`src/logic/sbaa_pkg.sv`:
```
// Constants and types of the serial bus access arbiter.
// Assumes a line coder that delivers one sampled bit per rx_valid pulse.
// What this block does
// - Defer frame start while bus is busy
// - Wait 61 free gap periods before sending
// - Compare every received bit with driven bit
// - Dominant zero overrides recessive one on bus
// - Stop driving at once on mismatch
// - Arbitrate every bit from identifier onward
// - After losing, keep receiving to frame end
// - Unintended loss: retry after bus release
// - No retry when polled node answered in-frame
// - Polled node drives zero at request bit
// - Overridden requester stops and receives data
// - No answer: requester completes frame alone
// - Acknowledge good addressed frames requesting it
// - Slave node never starts frames itself
// - Append check field, verify it, whole bytes
// - Drop too short frames without error
// - Filter 12-bit identifiers against both tables
// - Report code error on coding violation in a received frame
// - Report wrong or missing acknowledgement
// - Transmit error: abort, wait time-out, gap
// - Receive error: discard frame, report type
// - Frame length between 31 and 255 bits
// - Send bytes in order, MSB first
package sbaa_pkg;
	localparam int ID_W = 12;
	localparam int TBL_N = 4;
	localparam int TBL_W = ID_W * TBL_N;
	localparam logic [7:0] HDR_BITS = 8'h10;
	localparam logic [7:0] RTR_POS = 8'h0f;
	localparam logic [7:0] MIN_BITS = 8'h1f;
	localparam logic [7:0] MAX_BITS = 8'hff;
	localparam logic [7:0] LAST_LOAD = 8'he8;
	localparam logic [7:0] FIRST_BYTE_END = 8'h27;
	localparam logic [5:0] GAP_PERIODS = 6'h3d;
	localparam logic [3:0] FCS_LAST = 4'he;
	// Command field bits: extension, ack request, read, remote request
	localparam int CMD_RAK = 2;
	localparam int CMD_RTR = 0;
	// Check field generator polynomial and start value (arbitrary)
	localparam logic [14:0] CRC_POLY = 15'h0f9d;
	localparam logic [14:0] CRC_INIT = 15'h7fff;
	localparam logic [14:0] CRC_RESIDUE = 15'h0000;

	typedef enum logic [2:0] {
		SBAA_IDLE = 3'b000,
		SBAA_RECV = 3'b001,
		SBAA_SEND = 3'b010,
		SBAA_RESP = 3'b011,
		SBAA_TAIL = 3'b100,
		SBAA_ERRW = 3'b101
	} sbaa_state_t;

	typedef enum logic [2:0] {
		SBAA_ERR_NONE = 3'b000,
		SBAA_ERR_CODE = 3'b001,
		SBAA_ERR_LEN = 3'b010,
		SBAA_ERR_CRC = 3'b011,
		SBAA_ERR_ACK = 3'b100,
		SBAA_ERR_TX = 3'b101
	} sbaa_err_t;
endpackage

```
`src/logic/sbaa_crc_if.sv`:
```
// Carrier between the access controller and its check field engine.
// Assumes both ends share sys_clk.
`timescale 1ns/1ps
interface sbaa_crc_if;
	logic clr;
	logic en;
	logic din;
	logic [14:0] crc;
	logic [14:0] nxt;
	modport user (output clr, output en, output din, input crc, input nxt);
	modport engine (input clr, input en, input din, output crc, output nxt);
endinterface

```
`src/logic/sbaa_crc.sv`:
```
// Serial check field engine over every bit seen on the bus outside the error wait.
// Assumes en pulses once per sampled bit; clr at start of frame.
`timescale 1ns/1ps
module sbaa_crc (
	input wire logic sys_clk,
	input wire logic reset_n,
	sbaa_crc_if.engine cif
);
	typedef struct packed {
		logic [14:0] crc;
	} sbaa_crc_t;

	sbaa_crc_t q;
	sbaa_crc_t n;
	logic [14:0] step;

	always_comb begin
		step = {q.crc[13:0], 1'b0} ^
			(sbaa_pkg::CRC_POLY & {15{q.crc[14] ^ cif.din}});
		n = q;
		if (cif.clr) begin
			n.crc = sbaa_pkg::CRC_INIT;
		end else if (cif.en) begin
			n.crc = step;
		end
	end

	always_ff @(posedge sys_clk or negedge reset_n) begin
		if (!reset_n) begin
			q <= '{crc: 15'h7fff};
		end else begin
			q <= n;
		end
	end

	assign cif.crc = q.crc;
	assign cif.nxt = step;
endmodule

```
`src/logic/sbaa_mac.sv`:
```
// Media access controller: deferral, gap, arbitration, in-frame
// response, acknowledge, check field and identifier filtering.
// Assumes the line coder: line_en/line_bit drive a bit, rx_valid
// returns the sampled bus bit, sof/eod/ack_slot/eof mark symbols.
`timescale 1ns/1ps
module sbaa_mac (
	input wire logic sys_clk,
	input wire logic reset_n,
	input wire logic slave_mode,
	input wire logic tx_req,
	input wire logic [11:0] tx_id,
	input wire logic [3:0] tx_cmd,
	input wire logic tx_data_valid,
	input wire logic [7:0] tx_data,
	input wire logic resp_ready,
	input wire logic [47:0] cons_ids,
	input wire logic [47:0] prod_ids,
	input wire logic bus_busy,
	input wire logic gap_tick,
	input wire logic sof_seen,
	input wire logic rx_valid,
	input wire logic rx_bit,
	input wire logic rx_viol,
	input wire logic eod_seen,
	input wire logic ack_slot,
	input wire logic ack_seen,
	input wire logic eof_seen,
	input wire logic viol_done,
	output logic line_en,
	output logic line_bit,
	output logic line_eod,
	output logic ack_drive,
	output logic tx_data_ready,
	output logic tx_done,
	output logic rx_byte_valid,
	output logic [7:0] rx_byte,
	output logic [11:0] rx_id,
	output logic [3:0] rx_cmd,
	output logic rx_ok,
	output logic err_valid,
	output logic [2:0] err_type
);
	typedef struct packed {
		sbaa_pkg::sbaa_state_t st;
		logic [5:0] gap;
		logic [7:0] cnt;
		logic over;
		logic [23:0] shf;
		logic [15:0] hdr;
		logic [7:0] txb;
		logic [2:0] bpos;
		logic fph;
		logic [3:0] fcnt;
		logic [14:0] frame_check_field;
		logic sel;
		logic viol;
		logic good;
		logic ack_request_bit;
		logic own;
		logic intent;
		logic ackd;
		logic line_en;
		logic line_bit;
		logic line_eod;
		logic ack_drive;
		logic tx_data_ready;
		logic tx_done;
		logic rx_byte_valid;
		logic [7:0] rx_byte;
		logic [11:0] rx_id;
		logic [3:0] rx_cmd;
		logic rx_ok;
		logic err_valid;
		sbaa_pkg::sbaa_err_t err_type;
	} sbaa_mac_t;

	sbaa_mac_t q;
	sbaa_mac_t n;
	logic [23:0] nshf;
	logic [7:0] ncnt;
	logic gap_ok;
	logic len_ok;
	sbaa_crc_if cif ();

	function automatic logic id_hit(input logic [47:0] tbl,
			input logic [11:0] id);
		logic hit;
		hit = 1'b0;
		for (int i = 0; i < sbaa_pkg::TBL_N; i++) begin
			if (tbl[i*sbaa_pkg::ID_W +: sbaa_pkg::ID_W] == id) begin
				hit = 1'b1;
			end
		end
		return hit;
	endfunction

	sbaa_crc u_crc (
		.sys_clk(sys_clk),
		.reset_n(reset_n),
		.cif(cif)
	);

	assign cif.clr = sof_seen;
	assign cif.en = rx_valid && q.st != sbaa_pkg::SBAA_ERRW;
	assign cif.din = rx_bit;

	always_comb begin
		n = q;
		n.line_eod = 1'b0;
		n.tx_data_ready = 1'b0;
		n.tx_done = 1'b0;
		n.rx_byte_valid = 1'b0;
		n.rx_ok = 1'b0;
		n.err_valid = 1'b0;
		nshf = {q.shf[22:0], rx_bit};
		ncnt = q.cnt + 8'h01;
		gap_ok = !bus_busy && q.gap == sbaa_pkg::GAP_PERIODS;
		len_ok = !q.over && q.cnt >= sbaa_pkg::MIN_BITS &&
			q.cnt[2:0] == sbaa_pkg::MIN_BITS[2:0];
		if (bus_busy) begin
			n.gap = 6'h00;
		end else if (gap_tick && q.gap != sbaa_pkg::GAP_PERIODS) begin
			n.gap = q.gap + 6'h01;
		end
		if (q.st != sbaa_pkg::SBAA_ERRW) begin
			if (sof_seen) begin
				n.cnt = 8'h00;
				n.over = 1'b0;
				n.sel = 1'b0;
				n.viol = 1'b0;
				n.good = 1'b0;
				n.ack_request_bit = 1'b0;
				n.ackd = 1'b0;
				n.intent = 1'b0;
			end else if (rx_valid) begin
				n.shf = nshf;
				if (q.cnt == sbaa_pkg::MAX_BITS) begin
					n.over = 1'b1;
				end else begin
					n.cnt = ncnt;
				end
				if (rx_viol) begin
					n.viol = 1'b1;
				end
				if (ncnt == sbaa_pkg::HDR_BITS) begin
					n.sel = q.own || id_hit(cons_ids, nshf[15:4]);
					n.ack_request_bit = nshf[sbaa_pkg::CMD_RAK];
					if (q.own || id_hit(cons_ids, nshf[15:4])) begin
						n.rx_id = nshf[15:4];
						n.rx_cmd = nshf[3:0];
					end
				end
				// A byte is released once the 15 following bits proved it is
				// not part of the check field
				if (q.sel && ncnt >= sbaa_pkg::FIRST_BYTE_END &&
						ncnt[2:0] == sbaa_pkg::MIN_BITS[2:0]) begin
					n.rx_byte = nshf[22:15];
					n.rx_byte_valid = 1'b1;
				end
			end
			if (eod_seen) begin
				n.good = cif.crc == sbaa_pkg::CRC_RESIDUE;
				n.ack_drive = cif.crc == sbaa_pkg::CRC_RESIDUE && len_ok &&
					!q.viol && q.ack_request_bit && q.sel && !q.own;
			end
			if (ack_slot) begin
				n.ackd = ack_seen;
				n.ack_drive = 1'b0;
			end
		end

		case (q.st)
			sbaa_pkg::SBAA_IDLE: begin
				if (sof_seen) begin
					n.st = sbaa_pkg::SBAA_RECV;
				end else if (tx_req && !slave_mode && gap_ok) begin
					n.st = sbaa_pkg::SBAA_SEND;
					n.own = 1'b1;
					n.hdr = {tx_id, tx_cmd};
					n.line_en = 1'b1;
					n.line_bit = tx_id[11];
					n.bpos = 3'h0;
					n.fph = 1'b0;
				end
			end
			sbaa_pkg::SBAA_RECV: begin
				if (rx_valid && ncnt == sbaa_pkg::RTR_POS && !q.own &&
						resp_ready && nshf[0] &&
						id_hit(prod_ids, nshf[14:3])) begin
					n.st = sbaa_pkg::SBAA_RESP;
					n.own = 1'b1;
					n.hdr = 16'h0000;
					n.line_en = 1'b1;
					n.line_bit = 1'b0;
					n.bpos = 3'h0;
					n.fph = 1'b0;
				end
			end
			sbaa_pkg::SBAA_SEND, sbaa_pkg::SBAA_RESP: begin
				if (rx_valid && q.line_en) begin
					// A coding violation aborts the frame even when the bit matches
					if (rx_bit != q.line_bit || rx_viol) begin
						n.line_en = 1'b0;
						if (rx_viol || !q.line_bit) begin
							n.st = sbaa_pkg::SBAA_ERRW;
							n.own = 1'b0;
							n.err_valid = 1'b1;
							n.err_type = sbaa_pkg::SBAA_ERR_TX;
						end else begin
							// Dominant zero won over our recessive one
							n.st = sbaa_pkg::SBAA_RECV;
							n.own = 1'b0;
							n.intent = q.cnt == sbaa_pkg::RTR_POS &&
								q.hdr[sbaa_pkg::CMD_RTR];
						end
					end else if (!q.fph && ncnt < sbaa_pkg::HDR_BITS) begin
						n.line_bit = q.hdr[4'hf - ncnt[3:0]];
					end else if (q.fph) begin
						if (q.fcnt == 4'h0) begin
							n.line_en = 1'b0;
							n.line_eod = 1'b1;
							n.st = sbaa_pkg::SBAA_TAIL;
						end else begin
							n.line_bit = q.frame_check_field[14];
							n.frame_check_field = {q.frame_check_field[13:0], 1'b0};
							n.fcnt = q.fcnt - 4'h1;
						end
					end else if (q.bpos != 3'h0) begin
						n.line_bit = q.txb[7];
						n.txb = {q.txb[6:0], 1'b0};
						n.bpos = q.bpos - 3'h1;
					end else if (!(q.st == sbaa_pkg::SBAA_SEND &&
							q.hdr[sbaa_pkg::CMD_RTR]) && tx_data_valid &&
							ncnt <= sbaa_pkg::LAST_LOAD) begin
						n.tx_data_ready = 1'b1;
						n.line_bit = tx_data[7];
						n.txb = {tx_data[6:0], 1'b0};
						n.bpos = 3'h7;
					end else begin
						// Frame ends here with its check field once no data byte follows, as for an unanswered request
						n.fph = 1'b1;
						n.line_bit = cif.nxt[14];
						n.frame_check_field = {cif.nxt[13:0], 1'b0};
						n.fcnt = sbaa_pkg::FCS_LAST;
					end
				end
			end
			sbaa_pkg::SBAA_TAIL: begin
			end
			sbaa_pkg::SBAA_ERRW: begin
				n.line_en = 1'b0;
				if (viol_done) begin
					n.st = sbaa_pkg::SBAA_IDLE;
					n.gap = 6'h00;
				end
			end
			default: begin
				n.st = sbaa_pkg::SBAA_IDLE;
			end
		endcase

		if (eof_seen && q.st != sbaa_pkg::SBAA_ERRW) begin
			n.st = sbaa_pkg::SBAA_IDLE;
			n.own = 1'b0;
			n.line_en = 1'b0;
			n.ack_drive = 1'b0;
			if (q.intent) begin
				n.tx_done = 1'b1;
			end
			if (q.cnt >= sbaa_pkg::HDR_BITS && (q.sel || q.own)) begin
				n.err_valid = 1'b1;
				if (q.viol) begin
					n.err_type = sbaa_pkg::SBAA_ERR_CODE;
				end else if (!len_ok) begin
					n.err_type = sbaa_pkg::SBAA_ERR_LEN;
				end else if (!q.good) begin
					n.err_type = sbaa_pkg::SBAA_ERR_CRC;
				end else if (q.ack_request_bit != q.ackd) begin
					n.err_type = sbaa_pkg::SBAA_ERR_ACK;
				end else begin
					n.err_valid = 1'b0;
					n.err_type = sbaa_pkg::SBAA_ERR_NONE;
					n.tx_done = q.own || q.intent;
					n.rx_ok = q.sel;
				end
			end
		end
	end

	always_ff @(posedge sys_clk or negedge reset_n) begin
		if (!reset_n) begin
			q <= '0;
		end else begin
			q <= n;
		end
	end

	assign line_en = q.line_en;
	assign line_bit = q.line_bit;
	assign line_eod = q.line_eod;
	assign ack_drive = q.ack_drive;
	assign tx_data_ready = q.tx_data_ready;
	assign tx_done = q.tx_done;
	assign rx_byte_valid = q.rx_byte_valid;
	assign rx_byte = q.rx_byte;
	assign rx_id = q.rx_id;
	assign rx_cmd = q.rx_cmd;
	assign rx_ok = q.rx_ok;
	assign err_valid = q.err_valid;
	assign err_type = q.err_type;
endmodule

```
`config.mk`:
```
export PLATFORM = sky130hd
export DESIGN_NAME = sbaa_mac
export DESIGN_NICKNAME = d
export VERILOG_FILES = /design/src/logic/sbaa_pkg.sv /design/src/logic/sbaa_crc_if.sv /design/src/logic/sbaa_crc.sv /design/src/logic/sbaa_mac.sv
export SDC_FILE = /design/constraint.sdc
export NUM_CORES = 1
export LEC_CHECK = 0
export ABC_AREA = 0
export BUFFER_PORTS_ARGS = -buffer_cell sky130_fd_sc_hd__clkbuf_2
export CORE_AREA = 2 2 117 130
export DETAILED_ROUTE_END_ITERATION = 8
export DIE_AREA = 0 0 119 132
export GPL_TIMING_DRIVEN = 0
export PLACE_DENSITY = 0.85
export SYNTH_ARGS = -nofsm -noshare
export SYNTH_HDL_FRONTEND = slang
export SYNTH_SLANG_ARGS = --single-unit
```
`constraint.sdc`:
```
create_clock -name sys_clk -period 4.5 [get_ports sys_clk]
set_input_delay 0.675 -clock sys_clk [delete_from_list [all_inputs] [get_ports sys_clk]]
set_output_delay 0.675 -clock sys_clk [all_outputs]
set_load 0.01 [all_outputs]
```
; ---- Word level (Yosys, flattened, before mapping)
; Index checks and enable logic that the tools add are counted.
; Widths: inputs -> output; s select.
[totals]
out_inout_bits = 36
inputBits = 137
rom_bits = 0
elab_cells = 309
n_memories = 0
ff_bits = 147
ram_bits = 0
latchBits = 0
[op_classes]
div_mod_pow = 0
multipliers = 0
muxes = 134
n_eq_ne = 48
n_lt_le_gt_ge = 6
n_addsub = 5
reduce_logical = 78
shift = 0
bitwise = 6
[op_table]
columns = operator, n
row1 = $eq 12x12->1, 8
row2 = $mux 16, 5
row3 = $mux 25, 3
row4 = $mux 23, 3
row5 = $mux 1, 61
row6 = $mux 3, 15
row7 = $mux 20, 2
row8 = $mux 19, 2
row9 = $mux 33, 1
row10 = $mux 4, 8
row11 = $pmux 16 s2, 1
row12 = $mux 15, 2
row13 = $mux 2, 14
row14 = $logic_and 1x1->1, 27
row15 = $mux 9, 3
row16 = $ne 2x2->1 const B, 12
row17 = $ne 3x3->1 const B, 8
row18 = $mux 11, 2
row19 = $reduce_and 7->1, 3
row20 = $ne 4x4->1 const B, 5
row21 = $reduce_bool 2->1, 10
row22 = $mux 6, 3
row23 = $eq 8x4->1 const B, 2
row24 = $ge 8x5->1 const B, 2
row25 = 43 further kinds, 75

; ---- Depth between registers and ports, before layout
[depth]
word_depth = 15
mapped_depth = 11
ltp_nobuf = 9

; ---- By module
; A second synthesis with hierarchy kept.
[unflattened]
cells_unflattened = 854
hier_area_um2 = 8737.1
[by_module_without_submodules]
columns = module, seq_area_each_um2, n_inst, cells_each, area_per_inst_um2
row1 = sbaa_mac, 3203.1, 1, 788, 7825.0
row2 = sbaa_crc, 394.1, 1, 66, 912.1

; ---- Worst setup path before layout
; No wires, ideal clock.
[synth_timing]
kind = reg-to-reg
from = reg q[116] in the netlist's numbering
to = reg q[68] in the netlist's numbering
t_arrival_ps = 2315
slack_ps = 2056
synth_period_minus_slack_ps = 2444
t_required_ps = 4371
n_path_buf = 2
setup_time_ps = 129
path_stages_with_launch = 11
cell_sequence = dfrtp_1 ha_1 ha_1 or2_2 a22oi_1 o31a_1 buf_4 nand2_1 buf_2 nand2_1 o21ai_0
[synth_between]
elab_chain_len = 5
word_cells_on_any_way = 8
cone_classes = 1 x add/sub / 2 x order compare / 1 x bitwise / 4 x reduce/logical
[synth_lines]
columns = element, line
row1 = "start, declared", sbaa_mac.sv:77  ; sbaa_mac_t q;
row2 = "start signal, assigned", sbaa_mac.sv:294  ; q <= n;
row3 = $add 8x1->8 *, sbaa_mac.sv:116  ; ncnt = q.cnt + 8'h01;
row4 = $le 8x8->1 or $lt 8x5->1 (tied branches), "sbaa_mac.sv:234, sbaa_mac.sv:216"
row5 = $logic_and 1x1->1 (on tied branches), "sbaa_mac.sv:233, sbaa_mac.sv:216"
row6 = $reduce_bool 2->1 (no source line) or $not 1->1 (tied branches), n/a
row7 = $reduce_and 6->1 (no source line) *, n/a
; Mark *: on every way between the ends. The rest lies on a longest branch, timed or not.
; A chain may end at the register's enable or synchronous reset.

; ---- Worst setup path after layout
[layout_timing]
from = reg q[116] in the netlist's numbering
to = reg q[64] in the netlist's numbering
[layout_between]
elab_chain_len = 9
word_cells_on_any_way = 15
cone_classes = 1 x add/sub / 2 x order compare / 4 x eq/ne / 8 x reduce/logical
[layout_lines]
columns = element, line
row1 = $add 8x1->8 *, sbaa_mac.sv:116
row2 = branches (longest 7 deep; another with $le 8x8->1), n/a
row3 = $reduce_and 9->1 (no source line) *, n/a
; Every way passes the cells marked *.

==> reports/metrics.sh <==
WORST_SETUP_PATH_END_KIND='register'
IO_BUFFER_COUNT=169
YS_FF_LATCH=143
STD_CELL_ROWS=46
POSTSYNTH.TOPFLOPCELL='sky130_fd_sc_hd__dfrtp_1'
FINAL.FILL_COUNT=1037
FINALPOWER_W=0.003943
SYN_TO_FINAL_GROWTH_PCT=20.27
WORST_EP_ARRIVAL_TIME_NS=3.26
COREAREA_UM2=14330
GRT_PASS1_VIAS=7344
DRTITER0DRC=658
MOST_COMMON_CELL_AFTER_LAYOUT_FILL_AND_TAPS_ASIDE='sky130_fd_sc_hd__clkbuf_2'
FINCLKSKEW_NS=0.01062
AVGROUTEDWIREPERCELL_UM=18.36
MIN_PATH_TYPE='in2async'
DIE_WIDTH_UM=119
DRT_DRC_VIOLATIONS_LEFT=0
TIGHTEST_SLEW_NS=1.086
CTS_BUFFERS=17
CTS_HOLD_BUFFERS=0
CTS-ROOT-TO-SINK-BUFFERS=2
ANTENNA_FOUND_INITIAL=1
GRT_OVERALL_USAGE_PCT=29.34
CRITICAL_PATH_REQUIRED_NS=4.79
REGTOREGSETUPSLACK_NS=1.53
SYN_AREA_PER_CELL_UM2=10.11
CRIT_PATH_START_KIND='register'
WIRE_LENGTH_OF_THE_FIRST_GLOBAL_ROUTING_PASS_UM=36310
DRV_CAP=0
SETUP-VIOLATIONS-FINAL=0
TNS_SETUP_NS=0
HTREE_LEVELS=4
FINAL-MAX-SLEW-VIOLATION-COUNT=0
GLOBALROUTE.TOTALOVERFLOW=0
DETAILEDPLACEMENTHPWL_UM=16670
TOP_LIBRARY_CELLS_BY_USAGE_IN_THE_LAYOUT_FILL_AND_TAPS_ASIDE='sky130_fd_sc_hd__clkbuf_2 (168), sky130_fd_sc_hd__dfrtp_1 (128), sky130_fd_sc_hd__xnor2_1 (96)'
DIEAREA_UM2=15710
CLKTRANSATPATHREGS_NS=0.06
SYNTH.CELL_AREA_UM2=8492
SYNTH-EDFF-COUNT=0
DETAILEDPLACE.WORSTSLACK_NS=1.614
GRT_MAX_DEGREE=86
FINAL_HOLD_VIOL_COUNT=0
CLOCK_SINK_COUNT=143
VIAS=7200
REG2REG_DEPTH=9
WIRELENGTH_UM=22660
DESIGN.FINAL.NETS=1176
FP.DIEH_UM=132
POWER.STATIC_LEAKAGE_nW=4.661
POSTROUTEANTENNANETS=0
MIN_PERIOD_OVER_PERIOD_PCT=66.00
FIN_WS_NS=1.530
R2R_START='q[116]'
ROUTED_VIA_DENSITY=5.835
YOSYSUNIQUECELLTYPES=71
NUM_IO_PINS=173
HOLD_SLACK_NS=0.2168
SYNTH.NET_COUNT=987
YOSYSWARNINGS=0
GRT_SETUP_UNREPAIRED='false'
FINALWORSTPATHREQUIREDPERIOD_NS=2.970
CLOCK_INSERTION_DELAY_WORST_SKEW_NS=0.43
YOSYSSEQAREASHARE_PCT=42.36
R2R-END='q[64]'
POWER.IR.VDD_WORST_V=0.0002852
GPL.FINAL_WEIGHTED_CONGESTION=0.8693
POST-CTS-SETUP-BUFFER-COUNT=0
MAXSLEWHEADROOM_PCT=27.33
POST_CTS.RESIZED_INSTANCES=0
LAYOUT-DRIVE-GT1-SHARE_PCT=34.01
POST_SYNTH_INST_COUNT=840
STARTING_DENSITY_OF_THE_CORE_PCT=59.25
CTS_TREE='yes'
DRT_PASS1_ITERATIONS=6
ACHIEVABLE-FREQUENCY_MHz=336.7
POWER.DENSITY_CELL_AREA_nW_PER_UM2=386.0
RUN_STATUS='complete, no violations'
ASYNC_RESET_FF_SHARE_PCT=100.0
LIBRARY_CELL_USED_AS_CLOCK_ROOT_BUFFER='sky130_fd_sc_hd__clkbuf_16'
TIMING.CRITICAL_PATH.FANOUT_MAX=9
CRITPATHKIND='reg2reg'
-- worst max path at each step --
stage	startpoint	end	slack [ns]
CTS	q[116]	q[64]	1.57
global route	q[116]	q[64]	1.38
floorplan	q[116]	q[68]	2.06
finish	q[116]	q[64]	1.53
global placement	reset_n	q[59]	0.39
detailed placement	q[116]	q[64]	1.61
-- sequential cells by signal, summed over array words and instances (netlist names) --
register,cells
q,70
nshf,22
u_crc.cif.crc,15
rx_id,12
rx_byte,8
rx_cmd,4
err_type,3
ack_drive,1
err_valid,1
line_bit,1
line_en,1
line_eod,1
rx_byte_valid,1
rx_ok,1
tx_data_ready,1
tx_done,1
-- critical path, stage by stage (launching register included) --
cell and delay, ns:
sky130_fd_sc_hd__dfrtp_1 0.46, sky130_fd_sc_hd__ha_1 0.31, sky130_fd_sc_hd__ha_1 0.43, sky130_fd_sc_hd__or2_2 0.34, sky130_fd_sc_hd__a22oi_1 0.35, sky130_fd_sc_hd__o31a_1 0.19, sky130_fd_sc_hd__buf_4 0.17, sky130_fd_sc_hd__nand3_1 0.08
sky130_fd_sc_hd__a21oi_1 0.35, sky130_fd_sc_hd__o22ai_1 0.15
-- per-stage QoR --
| stage | cell area, um^2 | util, % | cells |
|---|---|---|---|
| 6_report | 10210 | 71.27 | 1234 |
| 5_1_grt | 10210 | 71.27 | 1234 |
| 4_1_cts | 10210 | 71.25 | 1233 |
| 3_5_place_dp | 9614 | 67.09 | 1202 |
| 3_3_place_gp | 9578 | 66.83 | 1201 |
| 2_1_floorplan | 8492 | - | 840 |
-- metal layers --
layer | share of wire, % | track usage (%)
met1 | 38 | 34.16
met2 | 52 | 51.50
met3 | 7.1 | 7.612
met4 | 2.5 | 11.64
met5 | 0 | 0
-- area by class of cell --
type | instances | area, um^2 | area share, %
well taps | 192 | 240.2 | 2.352
diodes | 1 | 2.502 | 0.02450
repair buffers | 170 | 882.1 | 8.637
clock buffers | 20 | 456.7 | 4.471
inverters | 14 | 52.55 | 0.5145
clock inverters | 11 | 140.1 | 1.372
multi-input cells | 599 | 4329 | 42.39
plain buffers | 84 | 513.0 | 5.023
flip-flops and latches | 143 | 3597 | 35.22
-- logic make-up after synthesis --
family,after synthesis,share of synthesized area (%)
buf+inv,98,6.660
flops,143,42.36
xor+xnor,116,11.96
compound gates,152,12.20
mux,60,8.899
fa+ha+maj,10,1.473
simple gates,261,16.44
-- cell usage after synthesis (4+ instances only) --
cell	count	area share, %
sky130_fd_sc_hd__dfrtp_1	128	38
sky130_fd_sc_hd__xnor2_1	96	9.9
sky130_fd_sc_hd__nand2_1	69	3.0
sky130_fd_sc_hd__nand4_1	43	3.2
sky130_fd_sc_hd__nor2_1	43	1.9
sky130_fd_sc_hd__mux2_2	32	4.2
sky130_fd_sc_hd__buf_4	30	2.7
sky130_fd_sc_hd__a21oi_1	28	1.7
sky130_fd_sc_hd__o21ai_0	26	1.5
sky130_fd_sc_hd__buf_2	25	1.5
sky130_fd_sc_hd__nor3_1	25	1.5
sky130_fd_sc_hd__clkbuf_1	20	0.88
sky130_fd_sc_hd__o21ai_1	20	1.2
sky130_fd_sc_hd__xor2_1	20	2.1
sky130_fd_sc_hd__a21bo_2	17	2.0
sky130_fd_sc_hd__dfstp_2	15	4.6
sky130_fd_sc_hd__inv_1	13	0.57
sky130_fd_sc_hd__nand3_1	12	0.71
sky130_fd_sc_hd__ha_1	10	1.5
sky130_fd_sc_hd__nand3b_1	10	0.88
sky130_fd_sc_hd__nor3b_1	10	0.88
sky130_fd_sc_hd__nor4_1	10	0.74
sky130_fd_sc_hd__a211o_1	9	0.93
sky130_fd_sc_hd__mux2_4	9	1.6
sky130_fd_sc_hd__mux2i_1	8	0.94
sky130_fd_sc_hd__nand2b_1	8	0.59
sky130_fd_sc_hd__o31ai_1	8	0.71
sky130_fd_sc_hd__a31oi_1	6	0.44
sky130_fd_sc_hd__mux2_1	6	0.80
sky130_fd_sc_hd__buf_6	5	0.66
sky130_fd_sc_hd__mux4_2	5	1.3
sky130_fd_sc_hd__a21o_1	4	0.35
sky130_fd_sc_hd__a22o_1	4	0.41
sky130_fd_sc_hd__and2_1	4	0.29
sky130_fd_sc_hd__and3_1	4	0.29
sky130_fd_sc_hd__nor2b_1	4	0.29
sky130_fd_sc_hd__o21a_1	4	0.35
-- where the power goes --
| part | total, W | internal (W) | switching, W |
|---|---|---|---|
| Sequential | 0.00145 | 0.00138 | 0.0000684 |
| Clock | 0.00143 | 0.000892 | 0.000538 |
| Combinational | 0.00107 | 0.000472 | 0.000594 |
| Total | 0.00394 | 0.00274 | 0.00120 |
Power figures use the tool's default switching activity.
